$ cat src/hdl/kpb_pkg.sv
// package: register map, field layout and reset values of the kernel program base block
// assumes: one 250 MHz clock domain, 32-bit apb register access
package kpb_pkg;
    localparam int unsigned DATA_W           = 32;
    localparam int unsigned ADDR_W           = 12;
    localparam logic [11:0] KPB_BASE_OFFS    = 12'h000;
    localparam logic [11:0] RAM_SIZE_OFFS    = 12'h004;
    localparam logic [11:0] STATUS_OFFS      = 12'h008;
    localparam int unsigned BASE_FIELD_LSB   = 10;
    localparam int unsigned BASE_FIELD_MSB   = 15;
    localparam int unsigned BASE_FIELD_W     = 6;
    localparam logic [5:0]  BASE_FIELD_RST   = 6'h00;
    localparam logic [5:0]  RAM_SIZE_RST     = 6'h3F;
    localparam logic [31:0] BASE_WRITE_MASK  = 32'h0000_FC00;
    localparam int unsigned STATUS_ABOVE_BIT = 0;
    localparam int unsigned STATUS_PART_BIT  = 1;
    localparam int unsigned STATUS_ERR_BIT   = 2;
endpackage : kpb_pkg

$ cat src/hdl/kpb_field_if.sv
// interface: carries a six-bit partition field and its write strobe between modules
// assumes: one clock domain
`timescale 1ns/1ps
`default_nettype none
interface kpb_field_if #(parameter int unsigned W = 6);
    logic         wr_en;
    logic [W-1:0] wr_val;
    logic [W-1:0] value;
    modport owner (input wr_en, input wr_val, output value);
    modport user  (output wr_en, output wr_val, input value);
endinterface : kpb_field_if
`default_nettype wire

$ cat src/hdl/kpb_field_reg.sv
// module: one writable partition field held in flip-flops
// assumes: write strobe is a single-cycle pulse from the bus decoder
`timescale 1ns/1ps
`default_nettype none
module kpb_field_reg #(
    parameter int unsigned W   = 6,
    parameter logic [W-1:0] RST = '0
) (
    input  wire logic  i_clk,
    input  wire logic  i_rst,
    kpb_field_if.owner fld
);
    logic [W-1:0] val_q;
    logic [W-1:0] val_d;

    // an empty field holds nothing, and one wider than the bus word cannot be written
    if (W < 1 || W > 32) begin : g_w_chk
        $error("field width out of range");
    end

    assign val_d     = fld.wr_en ? fld.wr_val : val_q;
    assign fld.value = val_q;

    always_ff @(posedge i_clk or posedge i_rst) begin
        if (i_rst) begin
            val_q <= RST;
        end else begin
            val_q <= val_d;
        end
    end
endmodule : kpb_field_reg
`default_nettype wire

$ cat src/hdl/kpb_base_reg.sv
// top: kernel program base register with apb slave and partition outputs
// assumes: apb master in the I_REF_CLK domain, zero-wait answers
//
// The APB register port and the register addresses are this design's own decisions.
`timescale 1ns/1ps
`default_nettype none
module kpb_base_reg (
    input  wire logic                      I_REF_CLK,
    input  wire logic                      I_RST,
    input  wire logic                      I_PSEL,
    input  wire logic                      I_PENABLE,
    input  wire logic                      I_PWRITE,
    input  wire logic [kpb_pkg::ADDR_W-1:0] I_PADDR,
    input  wire logic [kpb_pkg::DATA_W-1:0] I_PWDATA,
    input  wire logic [3:0]                I_PSTRB,
    output logic      [kpb_pkg::DATA_W-1:0] O_PRDATA,
    output logic                           O_PREADY,
    output logic                           O_PSLVERR,
    output logic      [kpb_pkg::DATA_W-1:0] O_KERNEL_PROG_BASE,
    output logic                           O_KERNEL_PROG_PART,
    output logic                           O_BASE_ABOVE_SIZE
);
    import kpb_pkg::*;

    // the read words are built from fixed slices, so refuse a package layout they cannot serve
    if (BASE_FIELD_MSB - BASE_FIELD_LSB + 1 != BASE_FIELD_W) begin : g_field_w_chk
        $error("base field bounds disagree with its width");
    end
    if (BASE_FIELD_LSB != 10 || BASE_FIELD_MSB != 15) begin : g_field_pos_chk
        $error("base field must sit in bits 15 to 10");
    end
    if (BASE_WRITE_MASK != {16'h0000, {BASE_FIELD_W{1'h1}}, 10'h000}) begin : g_mask_chk
        $error("write mask does not cover the base field");
    end
    if (DATA_W != 32) begin : g_data_w_chk
        $error("register word must be 32 bits wide");
    end
    if (ADDR_W < 4) begin : g_addr_w_chk
        $error("address too narrow for three word registers");
    end
    if (RAM_SIZE_OFFS == KPB_BASE_OFFS || STATUS_OFFS == KPB_BASE_OFFS
            || STATUS_OFFS == RAM_SIZE_OFFS) begin : g_map_chk
        $error("register offsets overlap");
    end

    kpb_field_if #(.W(BASE_FIELD_W)) base_if ();
    kpb_field_if #(.W(BASE_FIELD_W)) size_if ();

    logic                 access;
    logic                 wr_access;
    logic                 rd_access;
    logic                 sel_base;
    logic                 sel_size;
    logic                 sel_stat;
    logic                 mapped;
    logic                 strobe_hi;
    logic [DATA_W-1:0]    base_word;
    logic [DATA_W-1:0]    size_word;
    logic [DATA_W-1:0]    stat_word;
    logic [DATA_W-1:0]    rd_mux;
    logic                 above;
    logic                 part_flag;
    logic                 err_set;
    logic                 err_clr;
    logic                 err_q;
    logic                 err_d;
    logic [DATA_W-1:0]    prdata_q;
    logic [DATA_W-1:0]    prdata_d;

    assign access    = I_PSEL & I_PENABLE;
    assign wr_access = access & I_PWRITE;
    assign rd_access = access & ~I_PWRITE;
    assign sel_base  = (I_PADDR == KPB_BASE_OFFS);
    assign sel_size  = (I_PADDR == RAM_SIZE_OFFS);
    assign sel_stat  = (I_PADDR == STATUS_OFFS);
    assign mapped    = sel_base | sel_size | sel_stat;
    // the field lies wholly in byte lane 1, so only that strobe matters
    assign strobe_hi = I_PSTRB[1];

    // only bits 15:10 of the write word reach storage
    assign base_if.wr_en  = wr_access & sel_base & strobe_hi;
    assign base_if.wr_val = I_PWDATA[BASE_FIELD_MSB:BASE_FIELD_LSB];
    assign size_if.wr_en  = wr_access & sel_size & strobe_hi;
    assign size_if.wr_val = I_PWDATA[BASE_FIELD_MSB:BASE_FIELD_LSB];

    kpb_field_reg #(.W(BASE_FIELD_W), .RST(BASE_FIELD_RST)) u_base (
        .i_clk (I_REF_CLK),
        .i_rst (I_RST),
        .fld   (base_if)
    );

    // stands in for the companion size register; base is checked against it
    kpb_field_reg #(.W(BASE_FIELD_W), .RST(RAM_SIZE_RST)) u_size (
        .i_clk (I_REF_CLK),
        .i_rst (I_RST),
        .fld   (size_if)
    );

    // upper half and low ten bits are constant zero, never stored
    assign base_word = {16'h0000, base_if.value, 10'h000};
    assign size_word = {16'h0000, size_if.value, 10'h000};
    // software is trusted to keep base <= size; we only flag a violation
    assign above     = base_if.value > size_if.value;
    assign part_flag = (base_if.value != 6'h00);
    assign stat_word = {29'h0, err_q, part_flag, above};
    assign rd_mux    = sel_base ? base_word :
                       sel_size ? size_word :
                       sel_stat ? stat_word : 32'h0000_0000;

    assign prdata_d = rd_access ? rd_mux : prdata_q;
    // sticky error on any unmapped access; set beats a status read clear
    assign err_set  = access & ~mapped;
    assign err_clr  = rd_access & sel_stat;
    assign err_d    = err_set | (err_q & ~err_clr);

    always_ff @(posedge I_REF_CLK or posedge I_RST) begin
        if (I_RST) begin
            prdata_q <= 32'h0000_0000;
            err_q    <= 1'h0;
        end else begin
            prdata_q <= prdata_d;
            err_q    <= err_d;
        end
    end

    // zero wait states: rdata is combinational in the access phase
    assign O_PREADY           = 1'h1;
    assign O_PSLVERR          = err_set;
    assign O_PRDATA           = rd_access ? rd_mux : prdata_q;
    assign O_KERNEL_PROG_BASE = base_word;
    assign O_KERNEL_PROG_PART = part_flag;
    assign O_BASE_ABOVE_SIZE  = above;

    // base register contents, read word and reset values
    upper_zero_a: assert property (
        @(posedge I_REF_CLK) disable iff (I_RST)
        O_KERNEL_PROG_BASE[31:16] == 16'h0000
    ) else $error("base upper half not zero");

    read_upper_a: assert property (
        @(posedge I_REF_CLK) disable iff (I_RST)
        rd_access && sel_base
        |-> O_PRDATA[31:16] == 16'h0000
    ) else $error("base read upper half not zero");

    low_zero_a: assert property (
        @(posedge I_REF_CLK) disable iff (I_RST)
        rd_access && sel_base
        |-> O_PRDATA[9:0] == 10'h000
    ) else $error("base low bits not zero");

    write_lands_a: assert property (
        @(posedge I_REF_CLK) disable iff (I_RST)
        wr_access && sel_base && strobe_hi
        |=> O_KERNEL_PROG_BASE == ($past(I_PWDATA) & BASE_WRITE_MASK)
    ) else $error("base write did not land");

    fixed_bits_a: assert property (
        @(posedge I_REF_CLK) disable iff (I_RST)
        wr_access && sel_base
        |=> (O_KERNEL_PROG_BASE & ~BASE_WRITE_MASK) == 32'h0000_0000
    ) else $error("write reached a fixed base bit");

    hold_value_a: assert property (
        @(posedge I_REF_CLK) disable iff (I_RST)
        !(wr_access && sel_base)
        |=> $stable(O_KERNEL_PROG_BASE)
    ) else $error("base changed without write");

    strobe_gate_a: assert property (
        @(posedge I_REF_CLK) disable iff (I_RST)
        wr_access && sel_base && !strobe_hi
        |=> $stable(O_KERNEL_PROG_BASE)
    ) else $error("base changed with lane strobe off");

    base_readback_a: assert property (
        @(posedge I_REF_CLK) disable iff (I_RST)
        rd_access && sel_base
        |-> O_PRDATA == O_KERNEL_PROG_BASE
    ) else $error("base read differs from stored base");

    reset_zero_a: assert property (
        @(posedge I_REF_CLK)
        $fell(I_RST)
        |-> O_KERNEL_PROG_BASE == 32'h0000_0000 && !O_KERNEL_PROG_PART
    ) else $error("base not zero after reset");

    size_reset_a: assert property (
        @(posedge I_REF_CLK)
        $fell(I_RST)
        |-> size_if.value == RAM_SIZE_RST && !err_q && O_PRDATA == 32'h0000_0000
    ) else $error("size or status not at reset value");

    // size limit register, status flags, sticky error and read data hold
    size_write_a: assert property (
        @(posedge I_REF_CLK) disable iff (I_RST)
        wr_access && sel_size && strobe_hi
        |=> size_word == ($past(I_PWDATA) & BASE_WRITE_MASK)
    ) else $error("size write did not land");

    size_hold_a: assert property (
        @(posedge I_REF_CLK) disable iff (I_RST)
        !(wr_access && sel_size && strobe_hi)
        |=> $stable(size_if.value)
    ) else $error("size changed without write");

    size_read_a: assert property (
        @(posedge I_REF_CLK) disable iff (I_RST)
        rd_access && sel_size
        |-> O_PRDATA == size_word
    ) else $error("size read wrong");

    size_flag_a: assert property (
        @(posedge I_REF_CLK) disable iff (I_RST)
        O_BASE_ABOVE_SIZE == (O_KERNEL_PROG_BASE[15:10] > size_if.value)
    ) else $error("size flag wrong");

    part_flag_a: assert property (
        @(posedge I_REF_CLK) disable iff (I_RST)
        O_KERNEL_PROG_PART == (O_KERNEL_PROG_BASE != 32'h0000_0000)
    ) else $error("partition flag wrong");

    stat_read_a: assert property (
        @(posedge I_REF_CLK) disable iff (I_RST)
        rd_access && sel_stat
        |-> O_PRDATA[STATUS_ABOVE_BIT] == O_BASE_ABOVE_SIZE
            && O_PRDATA[STATUS_PART_BIT] == O_KERNEL_PROG_PART
            && O_PRDATA[STATUS_ERR_BIT] == err_q
            && O_PRDATA[31:3] == 29'h0
    ) else $error("status read wrong");

    unmapped_err_a: assert property (
        @(posedge I_REF_CLK) disable iff (I_RST)
        access && !mapped
        |-> O_PSLVERR ##1 err_q
    ) else $error("unmapped access not flagged");

    unmapped_read_a: assert property (
        @(posedge I_REF_CLK) disable iff (I_RST)
        rd_access && !mapped
        |-> O_PRDATA == 32'h0000_0000
    ) else $error("unmapped read not zero");

    slverr_idle_a: assert property (
        @(posedge I_REF_CLK) disable iff (I_RST)
        !access
        |-> !O_PSLVERR
    ) else $error("slave error outside access");

    err_clear_a: assert property (
        @(posedge I_REF_CLK) disable iff (I_RST)
        rd_access && sel_stat
        |=> !err_q
    ) else $error("status read did not clear error");

    err_hold_a: assert property (
        @(posedge I_REF_CLK) disable iff (I_RST)
        err_q && !(rd_access && sel_stat)
        |=> err_q
    ) else $error("sticky error lost");

    rdata_stands_a: assert property (
        @(posedge I_REF_CLK) disable iff (I_RST)
        rd_access ##1 !rd_access
        |-> O_PRDATA == $past(O_PRDATA)
    ) else $error("read data not held");

    write_no_read_a: assert property (
        @(posedge I_REF_CLK) disable iff (I_RST)
        wr_access
        |=> $stable(O_PRDATA)
    ) else $error("write disturbed read data");

    // main scenarios
    base_write_c: cover property (
        @(posedge I_REF_CLK) disable iff (I_RST)
        wr_access && sel_base && I_PWDATA[15:10] != 6'h00
    );

    base_read_c: cover property (
        @(posedge I_REF_CLK) disable iff (I_RST)
        rd_access && sel_base && O_KERNEL_PROG_PART
    );

    above_c: cover property (
        @(posedge I_REF_CLK) disable iff (I_RST)
        $rose(O_BASE_ABOVE_SIZE)
    );

    unmapped_c: cover property (
        @(posedge I_REF_CLK) disable iff (I_RST)
        access && !mapped
    );

    err_clear_c: cover property (
        @(posedge I_REF_CLK) disable iff (I_RST)
        rd_access && sel_stat && err_q
    );
endmodule : kpb_base_reg
`default_nettype wire

$ cat config.mk
export PLATFORM = sky130hd
export DESIGN_NAME = kpb_base_reg
export DESIGN_NICKNAME = d
export VERILOG_FILES = /design/src/hdl/kpb_pkg.sv /design/src/hdl/kpb_field_if.sv /design/src/hdl/kpb_field_reg.sv /design/src/hdl/kpb_base_reg.sv
export SDC_FILE = /design/constraint.sdc
export NUM_CORES = 1
export LEC_CHECK = 0
export ABC_AREA = 1
export BUFFER_PORTS_ARGS = -buffer_cell sky130_fd_sc_hd__buf_2
export CAP_MARGIN = 10
export CORE_UTILIZATION = 25
export CTS_CLUSTER_DIAMETER = 80
export CTS_CLUSTER_SIZE = 8
export DETAILED_ROUTE_END_ITERATION = 8
export HOLD_SLACK_MARGIN = 0.08
export PLACE_DENSITY_LB_ADDON = 0.12
export REMOVE_ABC_BUFFERS = 1
export SLEW_MARGIN = 10
export SYNTH_ARGS = -nofsm -noshare
export SYNTH_HDL_FRONTEND = slang
export SYNTH_SLANG_ARGS = --single-unit
$ cat constraint.sdc
create_clock -name I_REF_CLK -period 1.6 [get_ports I_REF_CLK]
set_clock_uncertainty 0.05 [all_clocks]
set_input_delay 0.16 -clock I_REF_CLK [delete_from_list [all_inputs] [get_ports I_REF_CLK]]
set_output_delay 0.16 -clock I_REF_CLK [all_outputs]
set_load 0.1 [all_outputs]
==> results.json <==
{
  "detail-route-antenna-nets": 0,
  "muxShareOfSynthArea_pct": 0,
  "num_vias": 1928,
  "ir_drop_mv": 0.325,
  "area_growth_pct": 63.4,
  "path_buf_inv": 2,
  "cts_tree": "built",
  "synth_edf_count": 0,
  "die-area_sq_um": 9750,
  "synth_area_leader_cell": "dfrtp_1",
  "finalHoldViolCount": 0,
  "min_from": "I_PWDATA[12]",
  "clk_path_buf_depth": 2,
  "core.rowCount": 34,
  "yosys-top-cells-area": "dfrtp_1 (42%), nand2_1 (11%), buf_4 (9.0%)",
  "yosysTopAreaCellShare_pct": 41.7,
  "antenna_found_initial": 0,
  "synthArstFlopShare_pct": 100,
  "worstSetupStartpointType": "flip-flop",
  "die-width_um": 98.8,
  "grt_pass1_vias": 1901,
  "synthTopCellsByCount": "nand2_1 (67), inv_1 (52), dfrtp_1 (39)",
  "clkLatencyLatePin_ns": 0.30,
  "synth_warnings": 0,
  "leakage_uw": 0.00195,
  "via_per_inst": 3.93,
  "crit_top_cell": "nand2_4",
  "synth_cell_types": 23,
  "p_per_area_nw_per_um2": 644,
  "violations": "setup timing",
  "synth.avg_cell_area_sq_um": 8.30,
  "critPathArrivalTime_ns": 1.88,
  "min_period_ns": 2.09,
  "cp-end-kind": "primary output",
  "first_pass_iters": 4,
  "power_frac_comb_pct": 17.9,
  "grt_max_degree": 30,
  "finalSetupViolCount": 7,
  "diodes": 0,
  "core_sq_um": 8890,
  "global_route.usage.total_pct": 12.7,
  "status": "finished, violations left",
  "design.final.nets": 441,
  "fmax_mhz": 478,
  "period_share_pct": 131,
  "netSwitchingPower_uw": 793,
  "ys.flop_type": "dfrtp_1",
  "synth_fa_ha_area_share_pct": 3.21,
  "slew_viol_final": 0,
  "ys_ff_latch": 45,
  "p_sw_share_pct": 32.2,
  "clock_sinks": 45,
  "synth.most_common_cell": "nand2_1",
  "synth_top_family_by_area": "simple AND/OR/NAND/NOR gates",
  "drv_cap": 0,
  "required_ns": 1.39,
  "cts_max_level": 2,
  "n_fill_cell": 878,
  "ios": 121,
  "root_buffer": "clkbuf_8",
  "ys_seq_area_share_pct": 48.4,
  "hold_ws_ns": 0.0954,
  "cts.clk_slew.worst_paths_ns": 0.08,
  "drc": 0,
  "synth-compound-area-share_pct": 2.67,
  "grt_pass1_wl_um": 9570,
  "wl_per_cell_um": 12.0,
  "reg2reg_from": "u_size.fld.value[5]",
  "seqPwrFrac_pct": 46.3,
  "syn_area_sq_um": 2340,
  "crit_path_cell_trace": "inv_2 > ha_4 > nand2_4 > nor2_4 > nand2_2 > nand3_4 > nand2_4 > o21ai_4 > buf_12",
  "dpl.hpwl_um": 4280,
  "synthCells": 282,
  "cts_made_buffers": 5,
  "hold_path_class": "in2reg",
  "path_class": "reg2out",
  "rsz0062_at_grt": "true",
  "synth_xor_area_share_pct": 0,
  "drt_iter0_markers": 47,
  "die_h_um": 98.8,
  "overflow": 0,
  "clockPowerShare_pct": 35.8,
  "path_max_fanout": 2,
  "synth_simple_gate_area_share_pct": 25.9,
  "start_util_pct": 26.3,
  "path_delay_family": "flip-flops",
  "cp_slowest_cell": "dfstp_2",
  "setup-tns-final_ns": -1.50,
  "fin_ws_ns": -0.493,
  "drive_gt1_share_pct": 43.3,
  "routabilityCongestion": 0.753,
  "port_buffers": 64,
  "p_int_uw": 1670,
  "slowest_delay_ns": 0.56,
  "wirelength_um": 5890,
  "crit_start": "u_size.fld.value[4]"
}
## power by group through the flow
stage               Sequential, uW  Clock, uW  Combinational [uW]
floorplan                     1160          0                 355
global placement              1160          0                 429
detailed placement            1160          0                 431
CTS                           1140        911                 443
global route                  1140        963                 463
finish                        1140        881                 442
## placed cells by master (no fill, tap or decap), types with 2 or more instances in the layout
master / netlist / routed
buf_12: 0 / 36
buf_2: 2 / 29
buf_4: 28 / 21
buf_6: 2 / 7
clkbuf_8: 0 / 5
clkinv_1: 2 / 2
conb_1: 2 / 27
dfrtp_1: 39 / 38
dfstp_2: 6 / 6
dlygate4sd3_1: 0 / 6
ha_4: 0 / 5
inv_1: 52 / 46
inv_2: 3 / 9
nand2_1: 67 / 52
nand2_2: 2 / 14
nand2_4: 0 / 3
nand3_1: 15 / 7
nand3_2: 4 / 10
nand3_4: 0 / 2
nand4_1: 6 / 6
nor2_1: 31 / 30
nor2_4: 3 / 5
o21ai_2: 6 / 6
## worst reg2reg max path: cells and delay by family, from the launching register on
kind                     cells  cell delay, ns
flip-flops                   1            0.55
AND/OR/NAND/NOR              2            0.21
AO/OA/AOI/OAI                2            0.33
buffers and inverters        3            0.30
adder cells (fa/ha/maj)      1            0.24
## through the flow
step | area [sq um] | instances | setup WS, ns | utilization (%) | power [uW]
after floorplan | 2190 | 275 | -1.70 | - | 1520
after global placement | 3310 | 466 | -0.311 | 37.2 | 1590
after detailed placement | 3310 | 466 | -0.337 | 37.2 | 1590
after CTS | 3670 | 487 | -0.507 | 41.3 | 2490
after global routing | 3830 | 491 | -0.578 | 43.0 | 2570
final | 3830 | 491 | -0.493 | 43.0 | 2460
## layer usage
layer | routed length [um] | GRT usage [%]
met5 | 0 | 0
met3 | 224 | 2.91
met2 | 2800 | 21.0
met1 | 2820 | 16.6
met4 | 52 | 3.67
## worst paths after layout
check	to	slack, ns	cells past startpoint
setup / recovery	O_PRDATA[0]	-0.49	9
hold / removal	u_base.fld.value[2]	0.1	3
setup reg to reg	prdata_q[0]	-0.18	8
hold reg to reg	err_q	0.45	2
max in group asynchronous	u_size.fld.value[2]	0.60	4
min in group asynchronous	prdata_q[23]	0.34	3
## logic make-up after synthesis
family          after synthesis
fa+ha+maj                     6
simple gates                132
compound gates                8
flops                        45
other cells                   2
buf+inv                      89
## layout make-up
class                      count  area [sq um]  area share, %
clock buffer                   6          72.6           1.90
clock inverter                 2          38.8           1.01
inverter                      57           214           5.59
multi-input combinational    173          1050           27.5
sequential                    45          1130           29.7
tap                          108           135           3.53
timing repair buffer         100          1180           30.8
## repair_timing
item | 4_1_cts | 5_1_grt
resized for setup | 32 | 27
buffers inserted | 7 | 6
hold endpoints to repair | 21 | 0
pin swaps | 14 | 19
endpoints found under the setup margin | 6 | 13
hold buffers | 6 | 0
## flip-flops by register name, summed over array words and instances, names as in the netlist
register / cells
err_q: 1
u_size.fld.value: 6
prdata_q: 32
u_base.fld.value: 6
No activity file was read; power rests on OpenSTA's default activity.
